## config.mk

```make
export PLATFORM = sky130hd
export DESIGN_NAME = core_sfr_bank
export DESIGN_NICKNAME = d
export VERILOG_FILES = /design/src/hw/core_sfr_pkg.sv /design/src/hw/core_sfr_bank.sv
export SDC_FILE = /design/constraint.sdc
export NUM_CORES = 2
export LEC_CHECK = 0
export BUFFER_PORTS_ARGS = -buffer_cell sky130_fd_sc_hd__buf_2
export CAP_MARGIN = 30
export CELL_PAD_IN_SITES_DETAIL_PLACEMENT = 2
export CELL_PAD_IN_SITES_GLOBAL_PLACEMENT = 2
export CORE_MARGIN = 2
export CORE_UTILIZATION = 46
export CTS_BUF_LIST = sky130_fd_sc_hd__clkbuf_8
export DETAILED_ROUTE_END_ITERATION = 7
export PLACE_DENSITY = 0.8
export SLEW_MARGIN = 10
export SYNTH_ARGS = -nofsm -noshare
export SYNTH_HDL_FRONTEND = slang
export SYNTH_SLANG_ARGS = --single-unit
export TNS_END_PERCENT = 100
```

## constraint.sdc

```tcl
create_clock -name mclk -period 2.9 [get_ports mclk]
set_clock_uncertainty 0.05 [all_clocks]
set_input_delay 0.87 -clock mclk [delete_from_list [all_inputs] [get_ports mclk]]
set_output_delay 0.87 -clock mclk [all_outputs]
set_load 0.02 [all_outputs]
```

## src/hw/core_sfr_pkg.sv

```systemverilog
/*
  Shared definitions for the core special-function register bank:
  register addresses, reset values, status-word bit positions and the
  packed carriers for register access and flag updates.
  Assumes an 8-bit core that reaches its registers by direct address.
*/
package core_sfr_pkg;

  // ----------------------------------------------------------------
  // Register addresses
  // ----------------------------------------------------------------
  localparam logic [7:0] ADDR_PORT0 = 8'h80;
  localparam logic [7:0] ADDR_STACK = 8'h81;
  localparam logic [7:0] ADDR_DP0_LOW = 8'h82;
  localparam logic [7:0] ADDR_DP0_HIGH = 8'h83;
  localparam logic [7:0] ADDR_DP1_LOW = 8'h84;
  localparam logic [7:0] ADDR_DP1_HIGH = 8'h85;
  localparam logic [7:0] ADDR_POWER = 8'h87;
  localparam logic [7:0] ADDR_TIMER_CTRL = 8'h88;
  localparam logic [7:0] ADDR_TIMER_MODE = 8'h89;
  localparam logic [7:0] ADDR_TIMER0_LOW = 8'h8a;
  localparam logic [7:0] ADDR_TIMER1_LOW = 8'h8b;
  localparam logic [7:0] ADDR_TIMER0_HIGH = 8'h8c;
  localparam logic [7:0] ADDR_TIMER1_HIGH = 8'h8d;
  localparam logic [7:0] ADDR_STRETCH = 8'h8e;
  localparam logic [7:0] ADDR_PORT1 = 8'h90;
  localparam logic [7:0] ADDR_PTR_SELECT = 8'h92;
  localparam logic [7:0] ADDR_SER0_CTRL = 8'h98;
  localparam logic [7:0] ADDR_SER0_BUF = 8'h99;
  localparam logic [7:0] ADDR_IRQ_EN2 = 8'h9a;
  localparam logic [7:0] ADDR_SER1_CTRL = 8'h9b;
  localparam logic [7:0] ADDR_SER1_BUF = 8'h9c;
  localparam logic [7:0] ADDR_SER1_REL_LOW = 8'h9d;
  localparam logic [7:0] ADDR_PORT2 = 8'ha0;
  localparam logic [7:0] ADDR_IRQ_EN0 = 8'ha8;
  localparam logic [7:0] ADDR_IRQ_PRI0 = 8'ha9;
  localparam logic [7:0] ADDR_SER0_REL_LOW = 8'haa;
  localparam logic [7:0] ADDR_PORT3 = 8'hb0;
  localparam logic [7:0] ADDR_IRQ_EN1 = 8'hb8;
  localparam logic [7:0] ADDR_IRQ_PRI1 = 8'hb9;
  localparam logic [7:0] ADDR_SER0_REL_HIGH = 8'hba;
  localparam logic [7:0] ADDR_SER1_REL_HIGH = 8'hbb;
  localparam logic [7:0] ADDR_PAGE_HIGH = 8'hbf;
  localparam logic [7:0] ADDR_IRQ_REQ = 8'hc0;
  localparam logic [7:0] ADDR_IRQ_POLARITY = 8'hc8;
  localparam logic [7:0] ADDR_STATUS = 8'hd0;
  localparam logic [7:0] ADDR_BAUD = 8'hd8;
  localparam logic [7:0] ADDR_RESULT = 8'he0;
  localparam logic [7:0] ADDR_HELPER = 8'hf0;

  // ----------------------------------------------------------------
  // Reset values
  // ----------------------------------------------------------------
  localparam logic [7:0] RST_PORT = 8'hff;
  localparam logic [7:0] RST_STACK = 8'h07;
  localparam logic [7:0] RST_STRETCH = 8'h01;
  localparam logic [7:0] RST_SER0_REL_LOW = 8'hd9;
  localparam logic [7:0] RST_SER0_REL_HIGH = 8'h03;
  localparam logic [7:0] RST_SER1_REL_HIGH = 8'h03;
  localparam logic [7:0] RST_ZERO = 8'h00;

  // ----------------------------------------------------------------
  // Field positions
  // ----------------------------------------------------------------
  localparam int BIT_CARRY = 7;
  localparam int BIT_HALF_CARRY = 6;
  localparam int BIT_USER_FLAG_ZERO = 5;
  localparam int BIT_BANK_HIGH = 4;
  localparam int BIT_BANK_LOW = 3;
  localparam int BIT_SIGNED_RANGE = 2;
  localparam int BIT_USER_FLAG_ONE = 1;
  localparam int BIT_PARITY = 0;
  localparam int BIT_PTR_SELECT = 0;
  localparam int BIT_BAUD_SELECT = 7;
  localparam int STRETCH_MSB = 2;
  localparam int RELOAD_HIGH_MSB = 1;
  localparam logic [2:0] BANK_OFFSET_ZERO = 3'h0;

  // ----------------------------------------------------------------
  // Carriers
  // ----------------------------------------------------------------
  typedef struct packed {
    logic [7:0] addr;
    logic [7:0] wdata;
    logic wr;
    logic rd;
    logic direct;
  } sfr_req_type;

  typedef struct packed {
    logic carry_we;
    logic carry;
    logic half_we;
    logic half;
    logic range_we;
    logic range;
  } flag_upd_type;

endpackage

```

## src/hw/core_sfr_bank.sv

```systemverilog
/*
  Special-function register bank of an 8-bit core: generic registers
  with their reset values, result and helper registers, status word
  with bank select and hardware parity, stack pointer, dual data pointer
  and paged external address byte.
  Assumes the core presents one direct or indirect access per cycle and
  drives the flag, result, stack and pointer update strobes itself.
*/
`timescale 1ns/1ps

// Summary of operation
// - Reset loads table values: ports 0xff, stack 0x07, stretch 0x01, serial reload bytes as below, others zero.
// - Serial 0 reload low byte resets to 0xd9.
// - Serial 0 reload high byte resets to 0x03, giving reload 0x3d9.
// - Serial 1 reload high byte resets to 0x03, low byte to zero.
// - Power and baud control at 0x87 holds speed, idle, stop bits; resets zero.
// - Baud rate control at 0xd8 uses only its top bit.
// - Register 0xbf gives upper address byte for paged external moves.
// - Register 0xc8 selects polarity of external interrupts two and three.
// - Result register at 0xe0 is the default operand source and destination.
// - Helper at 0xf0 serves multiply and divide, else free scratch storage.
// - Status bits 4 and 3 select the working register bank base.
// - Status bit 0 is hardware parity making total ones with result even.
// - Status bit 5 is a free software flag.
// - Pointer select at 0x92 resets zero, first data pointer active.
// - Pointer select bit 0 picks active pointer; switching keeps both contents.
// - Stack pointer increments before each push, first byte at 0x08.
// - Unimplemented addresses read zero; writes have no effect.
// - Registers answer direct addressing only; indirect goes to upper RAM.
module core_sfr_bank
  import core_sfr_pkg::*;
(
  input wire logic mclk,
  input wire logic rst_b,
  input wire sfr_req_type sfr_req,
  output logic [7:0] sfr_rdata,
  output logic sfr_rvalid,
  input wire logic result_wr_en,
  input wire logic [7:0] result_wr_data,
  input wire flag_upd_type flag_upd,
  input wire logic helper_wr_en,
  input wire logic [7:0] helper_wr_data,
  input wire logic stack_push,
  input wire logic stack_pop,
  input wire logic pointer_wr_en,
  input wire logic [15:0] pointer_wr_data,
  output logic [7:0] result_register,
  output logic [7:0] mul_div_helper,
  output logic [7:0] program_status,
  output logic [7:0] stack_pointer,
  output logic [15:0] active_data_pointer,
  output logic [4:0] bank_base,
  output logic [7:0] page_address_high,
  output logic [7:0] port0_latch,
  output logic [7:0] port1_latch,
  output logic [7:0] port2_latch,
  output logic [7:0] port3_latch,
  output logic [7:0] ext_irq_polarity,
  output logic [2:0] memory_stretch,
  output logic [7:0] power_and_baud_control,
  output logic baud_select,
  output logic [9:0] serial0_reload,
  output logic [9:0] serial1_reload
);

  // ----------------------------------------------------------------
  // Address decode helpers
  // ----------------------------------------------------------------

  // Generic registers kept in the storage array
  function automatic logic in_file(input logic [7:0] a);
    case (a)
      ADDR_PORT0, ADDR_DP0_LOW, ADDR_DP0_HIGH, ADDR_DP1_LOW, ADDR_DP1_HIGH,
      ADDR_POWER, ADDR_TIMER_CTRL, ADDR_TIMER_MODE, ADDR_TIMER0_LOW,
      ADDR_TIMER1_LOW, ADDR_TIMER0_HIGH, ADDR_TIMER1_HIGH, ADDR_STRETCH,
      ADDR_PORT1, ADDR_PTR_SELECT, ADDR_SER0_CTRL, ADDR_SER0_BUF, ADDR_IRQ_EN2,
      ADDR_SER1_CTRL, ADDR_SER1_BUF, ADDR_SER1_REL_LOW, ADDR_PORT2, ADDR_IRQ_EN0,
      ADDR_IRQ_PRI0, ADDR_SER0_REL_LOW, ADDR_PORT3, ADDR_IRQ_EN1, ADDR_IRQ_PRI1,
      ADDR_SER0_REL_HIGH, ADDR_SER1_REL_HIGH, ADDR_PAGE_HIGH, ADDR_IRQ_REQ,
      ADDR_IRQ_POLARITY, ADDR_BAUD: in_file = 1'b1;
      default: in_file = 1'b0;
    endcase
  endfunction

  // Reset value of each array entry
  function automatic logic [7:0] reset_of(input logic [7:0] a);
    case (a)
      ADDR_PORT0, ADDR_PORT1, ADDR_PORT2, ADDR_PORT3: reset_of = RST_PORT;
      ADDR_STRETCH: reset_of = RST_STRETCH;
      ADDR_SER0_REL_LOW: reset_of = RST_SER0_REL_LOW;
      ADDR_SER0_REL_HIGH: reset_of = RST_SER0_REL_HIGH;
      ADDR_SER1_REL_HIGH: reset_of = RST_SER1_REL_HIGH;
      default: reset_of = RST_ZERO;
    endcase
  endfunction

  // Even parity over a byte
  function automatic logic parity_of(input logic [7:0] d);
    parity_of = ^d;
  endfunction

  // ----------------------------------------------------------------
  // Access qualification
  // ----------------------------------------------------------------
  logic [7:0] sfr_file [0:127];
  logic [7:0] status_q;
  logic [6:0] req_index;
  logic direct_hit;
  logic wr_hit;
  logic rd_hit;
  logic [7:0] next_result;
  logic [7:0] next_read;
  logic pointer_sel;
  logic status_write;
  logic result_write;
  logic helper_write;
  logic stack_write;
  logic dp0_update;
  logic dp1_update;

  // Only direct accesses in the upper half reach the bank
  assign req_index = sfr_req.addr[6:0];
  assign direct_hit = sfr_req.direct & sfr_req.addr[7];
  assign wr_hit = direct_hit & sfr_req.wr;
  assign rd_hit = direct_hit & sfr_req.rd;
  assign pointer_sel = sfr_file[ADDR_PTR_SELECT[6:0]][BIT_PTR_SELECT];

  // Software writes to the registers kept outside the array
  assign status_write = wr_hit && (sfr_req.addr == ADDR_STATUS);
  assign result_write = wr_hit && (sfr_req.addr == ADDR_RESULT);
  assign helper_write = wr_hit && (sfr_req.addr == ADDR_HELPER);
  assign stack_write = wr_hit && (sfr_req.addr == ADDR_STACK);

  // Core pointer loads go to the selected pair only
  assign dp0_update = pointer_wr_en && !pointer_sel;
  assign dp1_update = pointer_wr_en && pointer_sel;

  // ----------------------------------------------------------------
  // Generic register storage
  // ----------------------------------------------------------------

  // Software writes and pointer updates into the array
  always_ff @(posedge mclk or negedge rst_b) begin
    if (!rst_b) begin
      for (int i = 0; i < 128; i++) begin
        sfr_file[i] <= reset_of(8'(i) | 8'h80);
      end
    end else begin
      if (wr_hit && in_file(sfr_req.addr)) begin
        sfr_file[req_index] <= sfr_req.wdata;
      end
      if (dp0_update) begin
        sfr_file[ADDR_DP0_LOW[6:0]] <= pointer_wr_data[7:0];
        sfr_file[ADDR_DP0_HIGH[6:0]] <= pointer_wr_data[15:8];
      end
      if (dp1_update) begin
        sfr_file[ADDR_DP1_LOW[6:0]] <= pointer_wr_data[7:0];
        sfr_file[ADDR_DP1_HIGH[6:0]] <= pointer_wr_data[15:8];
      end
    end
  end

  // ----------------------------------------------------------------
  // Result register and parity
  // ----------------------------------------------------------------

  // Core result wins over a software write in the same cycle
  always_comb begin
    next_result = result_register;
    if (result_write) begin
      next_result = sfr_req.wdata;
    end
    if (result_wr_en) begin
      next_result = result_wr_data;
    end
  end

  // Result register storage
  always_ff @(posedge mclk or negedge rst_b) begin
    if (!rst_b) begin
      result_register <= RST_ZERO;
    end else begin
      result_register <= next_result;
    end
  end

  // ----------------------------------------------------------------
  // Multiply and divide helper
  // ----------------------------------------------------------------

  // Scratch storage, overwritten by multiply and divide
  always_ff @(posedge mclk or negedge rst_b) begin
    if (!rst_b) begin
      mul_div_helper <= RST_ZERO;
    end else if (helper_wr_en) begin
      mul_div_helper <= helper_wr_data;
    end else if (helper_write) begin
      mul_div_helper <= sfr_req.wdata;
    end
  end

  // ----------------------------------------------------------------
  // Status word
  // ----------------------------------------------------------------

  // Software bits, then arithmetic flags which win over software
  always_ff @(posedge mclk or negedge rst_b) begin
    if (!rst_b) begin
      status_q <= RST_ZERO;
    end else begin
      if (status_write) begin
        status_q[7:1] <= sfr_req.wdata[7:1];
      end
      if (flag_upd.carry_we) begin
        status_q[BIT_CARRY] <= flag_upd.carry;
      end
      if (flag_upd.half_we) begin
        status_q[BIT_HALF_CARRY] <= flag_upd.half;
      end
      if (flag_upd.range_we) begin
        status_q[BIT_SIGNED_RANGE] <= flag_upd.range;
      end
      status_q[BIT_PARITY] <= parity_of(next_result);
    end
  end

  assign program_status = status_q;

  // Bank base follows the select bits of the stored word
  always_ff @(posedge mclk or negedge rst_b) begin
    if (!rst_b) begin
      bank_base <= 5'h00;
    end else if (status_write) begin
      bank_base <= {sfr_req.wdata[BIT_BANK_HIGH], sfr_req.wdata[BIT_BANK_LOW], BANK_OFFSET_ZERO};
    end
  end

  // ----------------------------------------------------------------
  // Stack pointer
  // ----------------------------------------------------------------

  // Pre-increment on push, post-decrement on pop; software write first
  always_ff @(posedge mclk or negedge rst_b) begin
    if (!rst_b) begin
      stack_pointer <= RST_STACK;
    end else if (stack_write) begin
      stack_pointer <= sfr_req.wdata;
    end else if (stack_push && !stack_pop) begin
      stack_pointer <= stack_pointer + 8'h01;
    end else if (stack_pop && !stack_push) begin
      stack_pointer <= stack_pointer - 8'h01;
    end
  end

  // ----------------------------------------------------------------
  // Read path
  // ----------------------------------------------------------------

  // Source selection; unmapped addresses read zero
  always_comb begin
    next_read = RST_ZERO;
    if (in_file(sfr_req.addr)) begin
      next_read = sfr_file[req_index];
    end else begin
      case (sfr_req.addr)
        ADDR_STACK: next_read = stack_pointer;
        ADDR_STATUS: next_read = status_q;
        ADDR_RESULT: next_read = result_register;
        ADDR_HELPER: next_read = mul_div_helper;
        default: next_read = RST_ZERO;
      endcase
    end
  end

  // Read strobe, one cycle after the request
  always_ff @(posedge mclk or negedge rst_b) begin
    if (!rst_b) begin
      sfr_rvalid <= 1'b0;
    end else begin
      sfr_rvalid <= rd_hit;
    end
  end

  // Read data, held until the next accepted read
  always_ff @(posedge mclk or negedge rst_b) begin
    if (!rst_b) begin
      sfr_rdata <= RST_ZERO;
    end else if (rd_hit) begin
      sfr_rdata <= next_read;
    end
  end

  // ----------------------------------------------------------------
  // Derived outputs
  // ----------------------------------------------------------------

  // Copy of the selected data pointer, one cycle behind storage
  always_ff @(posedge mclk or negedge rst_b) begin
    if (!rst_b) begin
      active_data_pointer <= 16'h0000;
    end else if (pointer_sel) begin
      active_data_pointer <= {sfr_file[ADDR_DP1_HIGH[6:0]], sfr_file[ADDR_DP1_LOW[6:0]]};
    end else begin
      active_data_pointer <= {sfr_file[ADDR_DP0_HIGH[6:0]], sfr_file[ADDR_DP0_LOW[6:0]]};
    end
  end

  // Stretch field for external memory timing
  always_ff @(posedge mclk or negedge rst_b) begin
    if (!rst_b) begin
      memory_stretch <= RST_STRETCH[STRETCH_MSB:0];
    end else begin
      memory_stretch <= sfr_file[ADDR_STRETCH[6:0]][STRETCH_MSB:0];
    end
  end

  // Only the top bit of the baud byte has a function
  always_ff @(posedge mclk or negedge rst_b) begin
    if (!rst_b) begin
      baud_select <= 1'b0;
    end else begin
      baud_select <= sfr_file[ADDR_BAUD[6:0]][BIT_BAUD_SELECT];
    end
  end

  // Ten-bit reload values; the high byte gives two bits
  always_ff @(posedge mclk or negedge rst_b) begin
    if (!rst_b) begin
      serial0_reload <= {RST_SER0_REL_HIGH[RELOAD_HIGH_MSB:0], RST_SER0_REL_LOW};
      serial1_reload <= {RST_SER1_REL_HIGH[RELOAD_HIGH_MSB:0], RST_ZERO};
    end else begin
      serial0_reload <= {sfr_file[ADDR_SER0_REL_HIGH[6:0]][RELOAD_HIGH_MSB:0],
                         sfr_file[ADDR_SER0_REL_LOW[6:0]]};
      serial1_reload <= {sfr_file[ADDR_SER1_REL_HIGH[6:0]][RELOAD_HIGH_MSB:0],
                         sfr_file[ADDR_SER1_REL_LOW[6:0]]};
    end
  end

  // Plain register outputs straight from the storage array
  assign port0_latch = sfr_file[ADDR_PORT0[6:0]];
  assign port1_latch = sfr_file[ADDR_PORT1[6:0]];
  assign port2_latch = sfr_file[ADDR_PORT2[6:0]];
  assign port3_latch = sfr_file[ADDR_PORT3[6:0]];
  assign page_address_high = sfr_file[ADDR_PAGE_HIGH[6:0]];
  assign ext_irq_polarity = sfr_file[ADDR_IRQ_POLARITY[6:0]];
  assign power_and_baud_control = sfr_file[ADDR_POWER[6:0]];

endmodule

```

**Yosys cells after proc, flatten, opt, wreduce, memory -nomap -nowiden**

Index checks and enable logic that the tools add are counted.

- Input bits: 64
- Register bits: 1107
- Logic and storage cells: 236
- Output and inout port bits: 142

- Order comparisons: 2
- Add/sub/neg operators: 2
- Reduce and logical (&&, ||, !) cells: 22
- Muxes and demuxes: 24
- Equality and inequality tests: 38
- Bitwise logic cells: 4

Operators with widths:

| kind | number |
|---|---|
| bitwise mux 1024 bit | 1 |
| 2-to-1 mux 1008 bit | 1 |
| equality test 8 bit, second input constant | 38 |
| 2-to-1 mux 8 bit | 11 |
| binary-select mux 8 bit (select 7 bit) | 1 |
| demux 8 bit (select 7 bit) | 1 |
| 2-to-1 mux 16 bit | 3 |
| OR reduction 34 bit | 1 |
| one-hot mux 8 bit (4 select lines) | 1 |
| nonzero test 2 bit | 6 |
| logical AND 1 bit | 10 |
| adder 8 x 1 -> 8 bit, second input constant | 1 |
| greater-or-equal comparator 8 bit, second input constant | 1 |
| < comparator 8 x 1 -> 1 bit, second input constant | 1 |
| inverter 7 -> 8 bit | 1 |
| XOR reduction 8 bit | 1 |
| subtractor 8 x 1 -> 8 bit, second input constant | 1 |
| 2-to-1 mux 7 bit | 1 |
| 2-to-1 mux 1 bit | 4 |
| bitwise AND 1 bit | 3 |
| logical NOT 1 bit | 3 |
| nonzero test 3 bit | 1 |

**Logic depth before layout (Yosys ltp)**

- Word-level depth: 8
- Gate-level depth with buffers: 13
- Mapped depth without buffers: 9

**Least setup slack after synthesis**

OpenSTA, ideal clock, no wires.

- Path kind: input -> register
- Start: in sfr_req[11] in the netlist's numbering
- End: reg sfr_rdata[4]
- Required time: 2.729 ns
- Data arrival time: 2.938 ns
- Path buffers: 4
- Library setup time: 0.121 ns
- Stages on the path: 10
- Path slack: -0.209 ns
- Cells stage by stage: buf_4 buf_6 buf_6 buf_2 mux4_2 a22oi_1 a21oi_1 o41ai_1 a21oi_1 o22a_1

- Longest elaborated chain between the ends: 5
- Elaborated cells between the ends (all ways): 46
- Classes of those cells: eq/ne: 38; mux: 6; bitwise: 1; reduce/logical: 1

RTL lines:

| what | RTL line | text |
|---|---|---|
| start: declaration | core_sfr_bank.sv:35 | `input wire sfr_req_type sfr_req,` |
| inverter 7 -> 8 bit (implied by the code) | core_sfr_bank.sv:263 | `next_read = sfr_file[req_index];` |
| binary-select mux 8 bit (select 7 bit) | core_sfr_bank.sv:263 |  |
| 2-to-1 mux 8 bit (implied by the code) (2 in a row) | core_sfr_bank.sv:263 |  |
| 2-to-1 mux 8 bit * | core_sfr_bank.sv:262 | `if (in_file(sfr_req.addr)) begin` |
| end signal: assignment | core_sfr_bank.sv:289 | `sfr_rdata <= next_read;` |
| end: declaration | core_sfr_bank.sv:36 | `output logic [7:0] sfr_rdata,` |

Every way passes the cells marked *; elsewhere a longest branch is shown, timed or not. The select of a mux whose other input is x is not followed.
A chain may end at the register's enable or synchronous reset.

**Final worst setup path**

- Start: in sfr_req[11] in the netlist's numbering
- End: reg sfr_file[816] in the netlist's numbering

- Longest elaborated chain between the ends: 6
- Elaborated cells between the ends (all ways): 44
- Classes of those cells: order compare: 2; eq/ne: 34; mux: 4; bitwise: 1; reduce/logical: 3

RTL lines:

| what | RTL line | text |
|---|---|---|
| inverter 7 -> 8 bit (implied by the code) | core_sfr_bank.sv:150 | `sfr_file[req_index] <= sfr_req.wdata;` |
| greater-or-equal comparator 8 bit (implied by the code) or < comparator 8 x 1 -> 1 bit (tied branches) | core_sfr_bank.sv:150 |  |
| logical AND 1 bit (implied by the code) | core_sfr_bank.sv:150 |  |
| 2-to-1 mux 8 bit (implied by the code) | core_sfr_bank.sv:150 |  |
| demux 8 bit (select 7 bit) | core_sfr_bank.sv:150 |  |
| bitwise mux 1024 bit | core_sfr_bank.sv:150 |  |
| end signal: indexed assignment | core_sfr_bank.sv:150 |  |
| end signal: indexed assignment | core_sfr_bank.sv:153 | `sfr_file[ADDR_DP0_LOW[6:0]] <= pointer_wr_data[7:0];` |
| end signal: indexed assignment | core_sfr_bank.sv:154 | `sfr_file[ADDR_DP0_HIGH[6:0]] <= pointer_wr_data[15:8];` |
| end: declaration | core_sfr_bank.sv:105 | `logic [7:0] sfr_file [0:127];` |

Parallel ways exist; a longest one is shown, timed or not.

==> metrics.md <==
| Metric | Value |
|---|---|
| Status | `finished, violations left` |
| Failing checks | `setup timing` |
| CP dominant cell by count | `buf_4` |
| CP Cell Sequence | `buf_8, buf_4, a21o_1, a22oi_2, o2111ai_2, o2111ai_4, nand3_4, or4_1, buf_4, mux2_1` |
| Critical path depth | `10` |
| Core area | `0.0969 sq mm` |
| Initial drt markers | `2617` |
| Vias in the first global route | `31300` |
| Synth unique cells | `68` |
| Worst-path fanout max | `17` |
| CP startpoint | `sfr_req[11]` |
| Fin. Hold Viols | `0` |
| Share of synthesized registers carrying an async set or reset | `1.00` |
| Worst slew margin | `0.443` |
| Total GRT Usage | `0.340` |
| Crit. End Element | `flop` |
| CTS sink cnt | `1105` |
| Vias post-DR | `27300` |
| Layout cells sized above 1 | `0.439` |
| Buf/Inv on CP | `3` |
| Crit path max-delay family | `simple AND/OR/NAND/NOR gates` |
| Longest Clk Path Bufs | `3` |
| Chip width | `317 microns` |
| YS warnings | `0` |
| Vias per std cell | `6.16` |
| Die Y | `317 microns` |
| Post-Syn Area | `0.0450 sq mm` |
| Synth Flop Type | `dfrtp_1` |
| CTS tree | `done` |
| Final Max Tran Viols | `0` |
| Yosys reg bits | `1105` |
| Place WS | `-0.725 ns` |
| Final wirelength | `177 mm` |
| Port bufs | `202` |
| Crit share post-route | `1.07` |
| Seq/Total Area, Yosys | `0.616` |
| Crit path to | `sfr_file[816]` |
| Hpwl dp | `99.2 mm` |
| Post-synth EDFFs | `0` |
| WL per Instance | `40.0 microns` |
| Endpoints failing setup | `14` |
| Cells after Synth | `3259` |
| Achievable Freq | `323 MHz` |
| CTS H-tree lvls | `4` |
| Commonest non-fill, non-tap cell in the layout | `dfrtp_1` |
| Clock slew at reported path FFs | `0.07 ns` |
| Hold WC Path Type | `in -> reg` |
| CP Launch Type | `input port` |
| Critical path arrival | `3.81 ns` |
| Largest net degree at the start of global routing | `101` |
| Hold wc startpoint | `flag_upd[3]` |
| DRC | `0` |
| First-pass DRT Iterations | `5` |
| Final net count | `3067` |
| Pwr dens | `675 mW/mm^2` |
| CP max-delay cell | `or4_1` |
| Reg2reg start | `sfr_file[978]` |
| RR Endpoint | `sfr_rdata[2]` |
| Setup CP Type | `in -> reg` |
| Total grt overflow | `0` |
| Power Total | `34.4 mW` |
| CTS buffer count | `183` |
| Initial antenna violation count | `18` |
| First-pass GRT wire length | `240 mm` |
| Worst VDD drop | `0.364 mV` |
| Root Buffer | `clkbuf_8` |
| Area grow syn2layout | `13.4%` |
| Starting Density | `0.464` |
| Reg2Reg Depth | `9` |
| Mean post-synth cell area | `13.8 sq um` |
| Commonest non-fill, non-tap cells in the layout | `1050 x dfrtp_1, 254 x buf_4, 235 x clkbuf_8` |
| Worst Path Required | `3.61 ns` |
| Least-Margin Pin Slew | `0.835 ns` |
| Reg-to-reg setup timing slack | `0.10 ns` |
| Post-DRT Antenna Nets | `0` |
| Fin worst setup slack | `-0.196 ns` |
| Final min period | `3.10 ns` |
| Worst-Skew Late Latency | `0.92 ns` |
| Peak per-stage delay on the critical path | `0.72 ns` |
| Leak | `25.2 nW` |
| Max-cap violations | `0` |
| Worst hold slack | `0.151 ns` |
| Gpl congestion | `0.880` |
| Num ports | `206` |
| Num rows | `114` |
| Full die area | `0.100 sq mm` |
==> worst min path at each step <==
| stage | cells past startpoint | to |
|---|---|---|
| final | 2 | program_status[6] |
| after global placement | 0 | sfr_file[585] |
| after CTS | 2 | program_status[7] |
| after floorplan | 0 | memory_stretch[0] |
| after global routing | 2 | program_status[6] |
| after detailed placement | 0 | sfr_file[168] |
==> final cells by class <==
cell class	instances	area, sq um
fillers	8350	45800
inverters	5	18.8
clock buffers	235	3230
well taps	1276	1600
flip-flops and latches	1105	27700
multi-input cells	1168	13300
clock inverters	106	663
diodes	9	22.5
repair buffers	533	4460
==> power breakdown <==
group	switching, mW	total, mW	internal [mW]
registers	0.316	15.9	15.6
clock network	7.62	15.5	7.85
logic	1.99	3.02	1.03
==> kinds of logic (layout without fill, tap and decap cells) <==
family	after synthesis	after routing	synth area share
multiplexers	629	629	0.213
other	1	12	0.0000834
buffers and inverters	988	879	0.0930
AO/OA/AOI/OAI	284	284	0.0427
XOR/XNOR	13	13	0.00253
AND/OR/NAND/NOR	232	232	0.0300
flip-flops	1105	1105	0.616
adder cells (fa/ha/maj)	7	7	0.00211
==> synthesized netlist by cell type, drive strengths merged (9+ instances only) <==
| cell type | n | area share |
|---|---|---|
| nor3 | 23 | 0.0053 |
| o21ai | 77 | 0.0086 |
| mux2 | 266 | 0.068 |
| nor2b | 15 | 0.0021 |
| or3 | 13 | 0.0018 |
| mux2i | 131 | 0.029 |
| nand3 | 10 | 0.0017 |
| nand2 | 96 | 0.0083 |
| clkbuf | 835 | 0.070 |
| nand4 | 10 | 0.0014 |
| a22o | 24 | 0.0047 |
| buf | 148 | 0.023 |
| xnor2 | 10 | 0.0019 |
| a21oi | 41 | 0.0046 |
| nand2b | 9 | 0.0013 |
| dfstp | 55 | 0.032 |
| a221oi | 24 | 0.0047 |
| a22oi | 72 | 0.012 |
| nor2 | 29 | 0.0026 |
| mux4 | 232 | 0.12 |
| dfrtp | 1050 | 0.58 |
==> registers in the layout, indices dropped and copies added, names as in the netlist, 3 cells and up <==
name and cells:
program_status 8, page_address_high 8, port0_latch 8, sfr_file 967, stack_pointer 8, port3_latch 8
serial1_reload 10, port2_latch 8, memory_stretch 3, power_and_baud_control 8, serial0_reload 10, port1_latch 8
ext_irq_polarity 8, mul_div_helper 8, result_register 8, sfr_rdata 8, active_data_pointer 16
==> through the flow <==
step | cell area, sq um | setup TNS (ns) | cells | util
2_1_floorplan | 45300 | -4.51 | 3261 | -
3_3_place_gp | 47000 | -83.15 | 4083 | 0.485
3_5_place_dp | 47000 | -133.91 | 4083 | 0.485
4_1_cts | 50900 | 0 | 4425 | 0.525
5_1_grt | 51000 | -0.534 | 4432 | 0.527
6_report | 51000 | -1.38 | 4437 | 0.527
==> routing by layer <==
| metal | vias to the layer above | global-route usage | wire length (microns) |
|---|---|---|---|
| li1 | 10300 | - | - |
| met1 | 14600 | 0.407 | 65000 |
| met2 | 1720 | 0.552 | 84800 |
| met3 | 740 | 0.0852 | 13500 |
| met4 | 10 | 0.215 | 13900 |
| met5 | - | 0 | 59 |
==> timing repair <==
item	in CTS	in global routing
endpoints found under the setup margin	2	76
pin swaps	0	4
endpoints found under the hold margin	19	0
resized for setup	2	11
buffers inserted	0	2
hold buffers	1	0
==> worst register-to-register path: cells and delay by family, from the launching register on <==
kind	cells	cell delay, ns
DFF	1	0.44
buffers and inverters	2	0.36
and+or+nand+nor	2	0.37
muxes	1	0.54
AOI/OAI and AO/OA	4	0.87
(Power assumes the default switching activity.)
